===== src/pkg/debug_pkg.sv =====
package debug_pkg;

  // ----------------------------------------
  // Register map (byte addresses)
  // ----------------------------------------
  localparam logic [7:0] ADDR_TRACE_CONFIG = 8'h00;
  localparam logic [7:0] ADDR_STATUS = 8'h04;
  localparam logic [7:0] ADDR_RESET_REASON = 8'h08;
  localparam logic [7:0] ADDR_IRQ_STATUS = 8'h0c;
  localparam logic [7:0] ADDR_IRQ_MASK = 8'h10;
  localparam logic [7:0] ADDR_PIN_DRIVE = 8'h14;
  localparam logic [7:0] ADDR_POWER_CONTROL = 8'h18;

  // ----------------------------------------
  // Fields
  // ----------------------------------------
  localparam int CFG_MODE_LSB = 0;
  localparam int CFG_SPEED_LSB = 2;
  localparam logic [5:0] TRACE_CONFIG_RESET = 6'h00;
  localparam logic [1:0] TRACE_OFF = 2'h0;
  localparam logic [1:0] TRACE_PARALLEL = 2'h1;
  localparam logic [1:0] TRACE_SERIAL = 2'h2;

  localparam int STATUS_DEBUG_MODE = 0;
  localparam int STATUS_SYSTEM_OFF = 1;
  localparam int STATUS_HALTED = 2;
  localparam int STATUS_PROTECT = 3;
  localparam int STATUS_TRACE_ACTIVE = 4;

  localparam int IRQ_DEBUG_ENTER = 0;
  localparam int IRQ_DEBUG_LEAVE = 1;
  localparam int IRQ_DEBUG_WAKE = 2;
  localparam int IRQ_WIDTH = 3;

  localparam int POWER_OFF_BIT = 0;
  localparam int PIN_COUNT = 5;
  localparam int TRACE_CLOCK_PIN = 4;
  localparam logic [4:0] PIN_DRIVE_RESET = 5'h00;

  // ----------------------------------------
  // Trace timing
  // ----------------------------------------
  localparam int CLK_PERIOD_NS = 10;
  localparam int TRACE_PERIOD0_NS = 80;
  localparam int TRACE_PERIOD1_NS = 160;
  localparam int TRACE_PERIOD2_NS = 320;
  localparam int TRACE_PERIOD3_NS = 500;
  localparam logic [7:0] TRACE_HALF0 = 8'(TRACE_PERIOD0_NS / (2 * CLK_PERIOD_NS));
  localparam logic [7:0] TRACE_HALF1 = 8'(TRACE_PERIOD1_NS / (2 * CLK_PERIOD_NS));
  localparam logic [7:0] TRACE_HALF2 = 8'(TRACE_PERIOD2_NS / (2 * CLK_PERIOD_NS));
  localparam logic [7:0] TRACE_HALF3 = 8'(TRACE_PERIOD3_NS / (2 * CLK_PERIOD_NS));
  localparam logic [3:0] PARALLEL_UNITS = 4'h2;
  localparam logic [3:0] SERIAL_UNITS = 4'ha;

endpackage


===== src/hdl/level_sync.sv =====
module level_sync #(
  parameter int WIDTH = 1
) (
  input wire logic clk,
  input wire logic rst,
  input wire logic [WIDTH-1:0] async_in,
  output logic [WIDTH-1:0] sync_out
);

  logic [WIDTH-1:0] stage;

  always_ff @(posedge clk or posedge rst) begin
    if (rst) begin
      stage <= '0;
      sync_out <= '0;
    end else begin
      stage <= async_in;
      sync_out <= stage;
    end
  end

endmodule


===== src/hdl/trace_port_unit.sv =====
module trace_port_unit (
  input wire logic clk,
  input wire logic rst,
  input wire logic [1:0] mode,
  input wire logic [7:0] half_count,
  input wire logic instr_valid,
  input wire logic [7:0] instr_data,
  output logic instr_ready,
  input wire logic soft_valid,
  input wire logic [7:0] soft_data,
  output logic soft_ready,
  output logic [3:0] trace_data_bus,
  output logic trace_clock_out,
  output logic serial_trace_output,
  output logic active
);

  logic [1:0] mode_q;
  logic [7:0] count;
  logic phase;
  logic [9:0] shreg;
  logic [3:0] units_left;
  logic parallel;
  logic serial;
  logic step;
  logic free_slot;
  logic take_soft;
  logic take_instr;
  logic mode_change;

  assign parallel = (mode == debug_pkg::TRACE_PARALLEL);
  assign serial = (mode == debug_pkg::TRACE_SERIAL);
  assign mode_change = (mode != mode_q);
  // One unit per full trace clock period, advanced just before its falling edge
  assign step = (count == 8'h00) && phase && !mode_change;
  assign free_slot = step && (units_left <= 4'h1);
  // Software trace first; instruction trace never on the serial pin
  assign take_soft = free_slot && soft_valid && (parallel || serial);
  assign take_instr = free_slot && !take_soft && instr_valid && parallel;
  // Sources outside their mode are drained, not stalled
  assign soft_ready = take_soft || !(parallel || serial);
  assign instr_ready = take_instr || !parallel;

  always_ff @(posedge clk or posedge rst) begin
    if (rst) begin
      mode_q <= debug_pkg::TRACE_OFF;
      count <= 8'h00;
      phase <= 1'b0;
    end else begin
      mode_q <= mode;
      if (mode_change || count == 8'h00) begin
        count <= half_count - 8'h01;
        phase <= mode_change ? 1'b0 : !phase;
      end else begin
        count <= count - 8'h01;
      end
    end
  end

  always_ff @(posedge clk or posedge rst) begin
    if (rst) begin
      shreg <= 10'h3ff;
      units_left <= 4'h0;
    end else if (mode_change) begin
      shreg <= 10'h3ff;
      units_left <= 4'h0;
    end else if (step) begin
      if (units_left > 4'h1) begin
        shreg <= parallel ? {4'hf, shreg[9:4]} : {1'b1, shreg[9:1]};
        units_left <= units_left - 4'h1;
      end else if (take_soft || take_instr) begin
        if (parallel) begin
          shreg <= {2'h3, take_soft ? soft_data : instr_data};
          units_left <= debug_pkg::PARALLEL_UNITS;
        end else begin
          // Stop bit, data LSB first, start bit
          shreg <= {1'b1, soft_data, 1'b0};
          units_left <= debug_pkg::SERIAL_UNITS;
        end
      end else begin
        shreg <= 10'h3ff;
        units_left <= 4'h0;
      end
    end
  end

  // Idle parallel bus shows zero, idle serial line stays high
  assign trace_data_bus = (units_left != 4'h0) ? shreg[3:0] : 4'h0;
  assign trace_clock_out = phase && parallel;
  assign serial_trace_output = (units_left != 4'h0) ? shreg[0] : 1'b1;
  assign active = (units_left != 4'h0);

endmodule


===== src/hdl/debug_power_trace.sv =====
// Register access over AHB-Lite and the placing of the registers were left to the implementer.
module debug_power_trace (
  input wire logic clk,
  input wire logic rst,
  // AHB-Lite slave
  input wire logic hsel,
  input wire logic [31:0] haddr,
  input wire logic [1:0] htrans,
  input wire logic hwrite,
  input wire logic [2:0] hsize,
  input wire logic [31:0] hwdata,
  input wire logic hready,
  output logic [31:0] hrdata,
  output logic hreadyout,
  output logic hresp,
  output logic irq,
  // Debugger power request, from the debug link domain
  input wire logic debug_power_request,
  output logic debug_mode,
  output logic system_off,
  // Power manager
  input wire logic cpu_active,
  output logic regulator_enable,
  output logic regulator_high_power,
  output logic hf_clock_enable,
  // Halt and interrupt priority, lower value is more urgent
  input wire logic breakpoint_hit,
  input wire logic [2:0] breakpoint_priority,
  input wire logic resume,
  input wire logic irq_pending,
  input wire logic [2:0] irq_priority,
  output logic core_halted,
  output logic irq_service,
  // Access port protection
  input wire logic watchdog_reset,
  input wire logic protect_disable,
  output logic access_protect,
  // Trace sources
  input wire logic instr_valid,
  input wire logic [7:0] instr_data,
  output logic instr_ready,
  input wire logic soft_valid,
  input wire logic [7:0] soft_data,
  output logic soft_ready,
  // Shared pins
  input wire logic [4:0] gpio_user_out,
  input wire logic [4:0] gpio_user_oe,
  output logic [4:0] pin_out,
  output logic [4:0] pin_oe,
  output logic [4:0] pin_drive_high
);

  // ----------------------------------------
  // Debug power request
  // ----------------------------------------
  logic request_sync;
  logic request_q;
  logic debug_enter;
  logic debug_leave;
  logic wake_event;

  level_sync #(.WIDTH(1)) request_sync_inst (
    .clk(clk),
    .rst(rst),
    .async_in(debug_power_request),
    .sync_out(request_sync)
  );

  assign debug_enter = request_sync && !request_q;
  assign debug_leave = !request_sync && request_q;
  assign wake_event = system_off && request_sync;
  // Mode follows the synchronised request and nothing else
  assign debug_mode = request_q;

  always_ff @(posedge clk or posedge rst) begin
    if (rst) begin
      request_q <= 1'b0;
    end else begin
      request_q <= request_sync;
    end
  end

  // ----------------------------------------
  // Bus slave
  // ----------------------------------------
  logic [7:0] wr_addr;
  logic wr_pending;
  logic addr_phase;
  logic wr_cycle;
  logic [31:0] read_value;
  logic [5:0] trace_config;
  logic [4:0] pin_drive;
  logic [2:0] reset_reason;
  logic [2:0] irq_status;
  logic [2:0] irq_mask;
  logic [2:0] irq_events;
  logic [4:0] status_word;
  logic wr_config;
  logic wr_reason;
  logic wr_irq_status;
  logic wr_irq_mask;
  logic wr_drive;
  logic wr_power;
  logic trace_active;

  assign addr_phase = hsel && htrans[1] && hready;
  assign wr_cycle = wr_pending;
  assign wr_config = wr_cycle && (wr_addr == debug_pkg::ADDR_TRACE_CONFIG);
  assign wr_reason = wr_cycle && (wr_addr == debug_pkg::ADDR_RESET_REASON);
  assign wr_irq_status = wr_cycle && (wr_addr == debug_pkg::ADDR_IRQ_STATUS);
  assign wr_irq_mask = wr_cycle && (wr_addr == debug_pkg::ADDR_IRQ_MASK);
  assign wr_drive = wr_cycle && (wr_addr == debug_pkg::ADDR_PIN_DRIVE);
  assign wr_power = wr_cycle && (wr_addr == debug_pkg::ADDR_POWER_CONTROL);
  // Zero wait states, always OKAY
  assign hreadyout = 1'b1;
  assign hresp = 1'b0;

  always_comb begin
    status_word = 5'h00;
    status_word[debug_pkg::STATUS_DEBUG_MODE] = debug_mode;
    status_word[debug_pkg::STATUS_SYSTEM_OFF] = system_off;
    status_word[debug_pkg::STATUS_HALTED] = core_halted;
    status_word[debug_pkg::STATUS_PROTECT] = access_protect;
    status_word[debug_pkg::STATUS_TRACE_ACTIVE] = trace_active;
  end

  // Unmapped offsets read zero and ignore writes
  always_comb begin
    unique case (haddr[7:0])
      debug_pkg::ADDR_TRACE_CONFIG: read_value = {26'h0, trace_config};
      debug_pkg::ADDR_STATUS: read_value = {27'h0, status_word};
      debug_pkg::ADDR_RESET_REASON: read_value = {29'h0, reset_reason};
      debug_pkg::ADDR_IRQ_STATUS: read_value = {29'h0, irq_status};
      debug_pkg::ADDR_IRQ_MASK: read_value = {29'h0, irq_mask};
      debug_pkg::ADDR_PIN_DRIVE: read_value = {27'h0, pin_drive};
      default: read_value = 32'h0;
    endcase
  end

  always_ff @(posedge clk or posedge rst) begin
    if (rst) begin
      wr_pending <= 1'b0;
      wr_addr <= 8'h00;
      hrdata <= 32'h0;
    end else begin
      wr_pending <= addr_phase && hwrite && (haddr[31:8] == 24'h0);
      if (addr_phase) begin
        wr_addr <= haddr[7:0];
      end
      if (addr_phase && !hwrite) begin
        hrdata <= (haddr[31:8] == 24'h0) ? read_value : 32'h0;
      end
    end
  end

  always_ff @(posedge clk or posedge rst) begin
    if (rst) begin
      trace_config <= debug_pkg::TRACE_CONFIG_RESET;
      pin_drive <= debug_pkg::PIN_DRIVE_RESET;
      irq_mask <= 3'h0;
    end else begin
      if (wr_config) begin
        trace_config <= hwdata[5:0];
      end
      if (wr_drive) begin
        pin_drive <= hwdata[4:0];
      end
      if (wr_irq_mask) begin
        irq_mask <= hwdata[2:0];
      end
    end
  end

  // ----------------------------------------
  // Sticky flags, a new event beats the clear
  // ----------------------------------------
  assign irq_events = {wake_event, debug_leave, debug_enter};

  always_ff @(posedge clk or posedge rst) begin
    if (rst) begin
      reset_reason <= 3'h0;
      irq_status <= 3'h0;
    end else begin
      reset_reason[0] <= wake_event ||
                         (reset_reason[0] && !(wr_reason && hwdata[0]));
      reset_reason[2:1] <= 2'h0;
      irq_status <= irq_events | (irq_status & ~(wr_irq_status ? hwdata[2:0] : 3'h0));
    end
  end

  assign irq = |(irq_status & irq_mask);

  // ----------------------------------------
  // System off and power manager
  // ----------------------------------------
  always_ff @(posedge clk or posedge rst) begin
    if (rst) begin
      system_off <= 1'b0;
    end else if (wake_event) begin
      system_off <= 1'b0;
    end else if (wr_power && hwdata[debug_pkg::POWER_OFF_BIT] &&
                 !request_sync && !request_q) begin
      system_off <= 1'b1;
    end
  end

  // Debug mode keeps everything up, costing power until released
  assign regulator_enable = !system_off || debug_mode;
  assign regulator_high_power = debug_mode || trace_active || cpu_active;
  assign hf_clock_enable = (!system_off && (cpu_active || trace_active)) ||
                           debug_mode;

  // ----------------------------------------
  // Halting with real-time interrupts
  // ----------------------------------------
  logic [2:0] halt_level;

  always_ff @(posedge clk or posedge rst) begin
    if (rst) begin
      core_halted <= 1'b0;
      halt_level <= 3'h0;
    end else if (!debug_mode || resume) begin
      core_halted <= 1'b0;
    end else if (breakpoint_hit && !core_halted) begin
      core_halted <= 1'b1;
      halt_level <= breakpoint_priority;
    end
  end

  // More urgent handlers keep running while lower code is halted
  assign irq_service = irq_pending && (!core_halted || irq_priority < halt_level);

  // ----------------------------------------
  // Access port protection
  // ----------------------------------------
  always_ff @(posedge clk or posedge rst) begin
    if (rst) begin
      access_protect <= 1'b1;
    end else if (watchdog_reset && !debug_mode) begin
      access_protect <= 1'b1;
    end else if (protect_disable) begin
      access_protect <= 1'b0;
    end
  end

  // ----------------------------------------
  // Trace and pin sharing
  // ----------------------------------------
  logic [1:0] trace_mode;
  logic [7:0] half_count;
  logic [3:0] trace_data_bus;
  logic trace_clock_out;
  logic serial_trace_output;
  logic [4:0] next_pin_out;
  logic [4:0] next_pin_oe;

  // Code 3 is treated as off so both modes are never on together
  assign trace_mode = trace_config[debug_pkg::CFG_MODE_LSB +: 2];
  assign half_count =
    (trace_config[debug_pkg::CFG_SPEED_LSB +: 2] == 2'h0) ? debug_pkg::TRACE_HALF0 :
    (trace_config[debug_pkg::CFG_SPEED_LSB +: 2] == 2'h1) ? debug_pkg::TRACE_HALF1 :
    (trace_config[debug_pkg::CFG_SPEED_LSB +: 2] == 2'h2) ? debug_pkg::TRACE_HALF2 :
    debug_pkg::TRACE_HALF3;

  trace_port_unit trace_port_unit_inst (
    .clk(clk),
    .rst(rst),
    .mode(trace_mode),
    .half_count(half_count),
    .instr_valid(instr_valid),
    .instr_data(instr_data),
    .instr_ready(instr_ready),
    .soft_valid(soft_valid),
    .soft_data(soft_data),
    .soft_ready(soft_ready),
    .trace_data_bus(trace_data_bus),
    .trace_clock_out(trace_clock_out),
    .serial_trace_output(serial_trace_output),
    .active(trace_active)
  );

  always_comb begin
    next_pin_out = gpio_user_out;
    next_pin_oe = gpio_user_oe;
    if (trace_mode == debug_pkg::TRACE_PARALLEL) begin
      next_pin_out = {trace_clock_out, trace_data_bus};
      next_pin_oe = 5'h1f;
    end else if (trace_mode == debug_pkg::TRACE_SERIAL) begin
      // Serial output borrows data bit zero's pin only
      next_pin_out[0] = serial_trace_output;
      next_pin_oe[0] = 1'b1;
    end
  end

  always_ff @(posedge clk or posedge rst) begin
    if (rst) begin
      pin_out <= 5'h00;
      pin_oe <= 5'h00;
    end else begin
      pin_out <= next_pin_out;
      pin_oe <= next_pin_oe;
    end
  end

  assign pin_drive_high = pin_drive;

endmodule


===== config.mk =====
export PLATFORM = sky130hd
export DESIGN_NAME = debug_power_trace
export DESIGN_NICKNAME = d
export VERILOG_FILES = /design/src/pkg/debug_pkg.sv /design/src/hdl/level_sync.sv /design/src/hdl/trace_port_unit.sv /design/src/hdl/debug_power_trace.sv
export SDC_FILE = /design/constraint.sdc
export NUM_CORES = 1
export LEC_CHECK = 0
export ABC_AREA = 1
export BUFFER_PORTS_ARGS = -buffer_cell sky130_fd_sc_hd__buf_2
export CORE_ASPECT_RATIO = 2
export CORE_MARGIN = 2
export CORE_UTILIZATION = 40
export CTS_CLUSTER_SIZE = 20
export DETAILED_ROUTE_END_ITERATION = 10
export PLACE_DENSITY = 0.67
export SYNTH_ARGS = -nofsm -noshare
export SYNTH_HDL_FRONTEND = slang
export SYNTH_HIERARCHICAL = 1
export SYNTH_SLANG_ARGS = --single-unit

===== constraint.sdc =====
create_clock -name clk -period 3.15 [get_ports clk]
set_input_delay 0.63 -clock clk [delete_from_list [all_inputs] [get_ports clk]]
set_output_delay 0.63 -clock clk [all_outputs]
set_load 0.02 [all_outputs]

==> qor.txt <==
run status: finished, final reports clean
Worst Path Max Fanout: 17
pin count of the biggest net entering global routing: 51
post-route cell area: 5470 um2
CTS tree: done
H-tree levels: 3
worst reg2reg setup slack: 0.75 ns
Post-Syn Area: 4590 um2
Synth area leader: dfrtp_1
Hold Path Class: in -> async
worst-case clock buffer depth: 2
worst r2r src: trace_port_unit_inst/units_left[0]
post-synthesis compound-gate area fraction: 0.106
initial antenna violation count: 0
main combinational cell family by area after synthesis: simple AND/OR/NAND/NOR gates
Worst EP arrival: 2.09 ns
Leakage: 3.01 nW
Layout Nets: 842
Hold WS: 0.160 ns
most frequent cell after synthesis: nand2_1
Mapped Cells: 604
CP startpoint kind: register
Mapped Avg Cell Area: 7.61 um2
P&R area growth vs syn: 19.1%
CTS root buf: clkbuf_16
# clock sinks: 76
Final Routed Wirelength: 11100 um
fraction of layout cells with a size suffix above 1: 0.268
Initial DRC Count: 148
RSZ-0062 raised after global routing: no
dpl cell area: 5170 um2
post-DR wirelength/cell: 12.8 um
Power Density: 485 nW/um2
top cells by instance count after synthesis: nand2_1, inv_1, nor2_1
Rows: 55
post-synth top area share: 0.359
antenna viol nets, final: 0
kind of critical path: reg -> out
Clk Latency, worst-skew pair: 0.33 ns
Pins Over Slew Limit: 0
post-CTS resize count: 0
fin crit period: 2.72 ns
Setup crit end kind: output port
routed vias/inst: 4.74
GR Overflow Total: 0
vias in the first global route: 3976
synth warn: 6
port bufs: 116
ys async rst share: 1.00
Fin Setup TNS: 0 ns
max_slew headroom: 0.315
Worst Slack Setup Final: 0.429 ns
sequential share of the synthesized area: 0.417
Max Clock Freq: 368 MHz
RR Endpoint: trace_port_unit_inst/shreg[1]
n_diodes: 0
chip width: 79.8 um
Starting Density: 0.407
GRT Util Overall: 0.181
Worst Clk Skew: 0.00667 ns
final number of setup-violating endpoints: 0
R2R depth: 11
Post CTS Setup Buffer Count: 0
xor-xnor portion of the synthesized cell area: 0.00953
Fin. Hold Viols: 0
Worst IR Drop VDD: 0.326 mV
CP required: 2.52 ns
Main synth FF type: dfrtp_1
drt drc: 0
Worst-Margin Slew: 1.03 ns
# Max-Cap Violations: 0
die area: 12400 um2
DP HPWL: 8840 um
Placer Congestion: 0.904
dpl ws: 0.768 ns
clock buffer count from CTS: 9
number of library cell types mapped by synthesis: 43
Synth Area in Adders: 0.0191
CTS Hold Bufs: 0
post-synthesis mux area share: 0.0120
DR vias: 4106
core box area: 11300 um2
top post-synthesis cells by area: dfrtp_1, nand2_1, inv_1
Post-synth EDFFs: 0
Die H: 156 um
I/O pins: 175
period utilization: 0.864
global-route wire length before repair: 17500 um
post-synthesis simple-gate area fraction: 0.294
DR pass1 iterations: 4
flops & latches, synth: 76
CTS clk-pin slew, worst paths: 0.06 ns
Final Power: 2.65 mW
-- stage by stage --
stage           util  std cells
6_report       0.485        867
3_3_place_gp   0.458        851
3_5_place_dp   0.458        851
5_1_grt        0.485        867
2_1_floorplan      -        634
4_1_cts        0.485        867
-- layout by cell type (no fill, tap or decap), drive strengths merged --
cell type | netlist | final
dfrtp | 66 | 66
conb | 2 | 32
o21ai | 52 | 52
nor2 | 79 | 79
o211ai | 1 | 1
nor3b | 1 | 1
nand2 | 159 | 159
mux2i | 1 | 1
nand4 | 8 | 8
ha | 7 | 7
clkinv | 0 | 3
a31oi | 3 | 3
buf | 35 | 117
inv | 92 | 93
xnor2 | 1 | 1
and2 | 1 | 1
xor2 | 4 | 4
nand3b | 1 | 1
nand3 | 34 | 34
clkbuf | 7 | 9
o21a | 2 | 2
bufinv | 0 | 1
a21boi | 1 | 1
clkinvlp | 0 | 2
or3 | 1 | 1
o32ai | 2 | 2
mux2 | 4 | 4
o22a | 1 | 1
a21oi | 21 | 21
nor3 | 8 | 8
dfstp | 10 | 10
-- report_power, final --
part,internal (mW),leakage (nW),switching [mW],total [mW]
sequential,1.07,0.856,0.0624,1.13
combinational,0.185,2.01,0.307,0.492
clock,0.617,0.142,0.409,1.03
total,1.87,3.01,0.779,2.65
-- layer usage --
metal,wire (um),GRT usage,part of all wire
met5,0,0,0
met1,3770,0.169,0.34
met2,6500,0.363,0.59
met3,522,0.0272,0.047
met4,298,0.0864,0.027
-- worst max path at each step --
stage                                             startpoint                       endpoint  slack [ns]  cells after the start
after detailed placement  trace_port_unit_inst/units_left[0]  trace_port_unit_inst/shreg[1]        0.77                     11
after floorplan                              irq_priority[2]                    irq_service        0.91                      4
after CTS                 trace_port_unit_inst/units_left[0]                    instr_ready        0.40                      8
after global placement                       trace_config[0]                    instr_ready        0.80                     10
after global routing                         trace_config[0]                    instr_ready        0.24                     10
final                     trace_port_unit_inst/units_left[0]                    instr_ready        0.43                      8
-- registers in the layout, summed over array words and instances (netlist names) --
signal                           count
debug_mode                           1
pin_oe                               5
trace_config                         6
trace_port_unit_inst/mode_q          2
irq_status                           3
trace_port_unit_inst/shreg           9
hrdata                               6
irq_mask                             3
request_sync_inst/sync_out           1
wr_addr                              8
reset_reason                         1
request_sync_inst/stage              1
halt_level                           3
pin_out                              5
trace_port_unit_inst/units_left      4
trace_port_unit_inst/count           8
core_halted                          1
access_protect                       1
system_off                           1
pin_drive_high                       5
wr_cycle                             1
trace_port_unit_inst/phase           1
-- worst max-delay path: stages, from the launching register on --
cell and delay (ns):
dfrtp_1 0.37, inv_1 0.10, ha_1 0.26, o21ai_2 0.41, nor2_8 0.11, nand3_4 0.18
nand3_1 0.09, nand2_1 0.06, buf_2 0.16
-- cell families (layout without fill, tap and decap cells) --
| logic type | count (synthesis) | after routing |
|---|---|---|
| buf+inv | 134 | 225 |
| flops | 76 | 76 |
| other cells | 2 | 32 |
| xor+xnor | 5 | 5 |
| fa+ha+maj | 7 | 7 |
| compound gates | 83 | 83 |
| mux | 5 | 5 |
| simple gates | 292 | 292 |
-- layout make-up --
type | instances | area (um2)
multi-input cells | 424 | 2150
flip-flops and latches | 76 | 1910
repair buffers | 117 | 588
clock inverters | 7 | 76.3
well taps | 142 | 178
fillers | 1127 | 5810
clock buffers | 9 | 225
inverters | 92 | 345
Note: power is estimated with default switching activity, not from simulation.
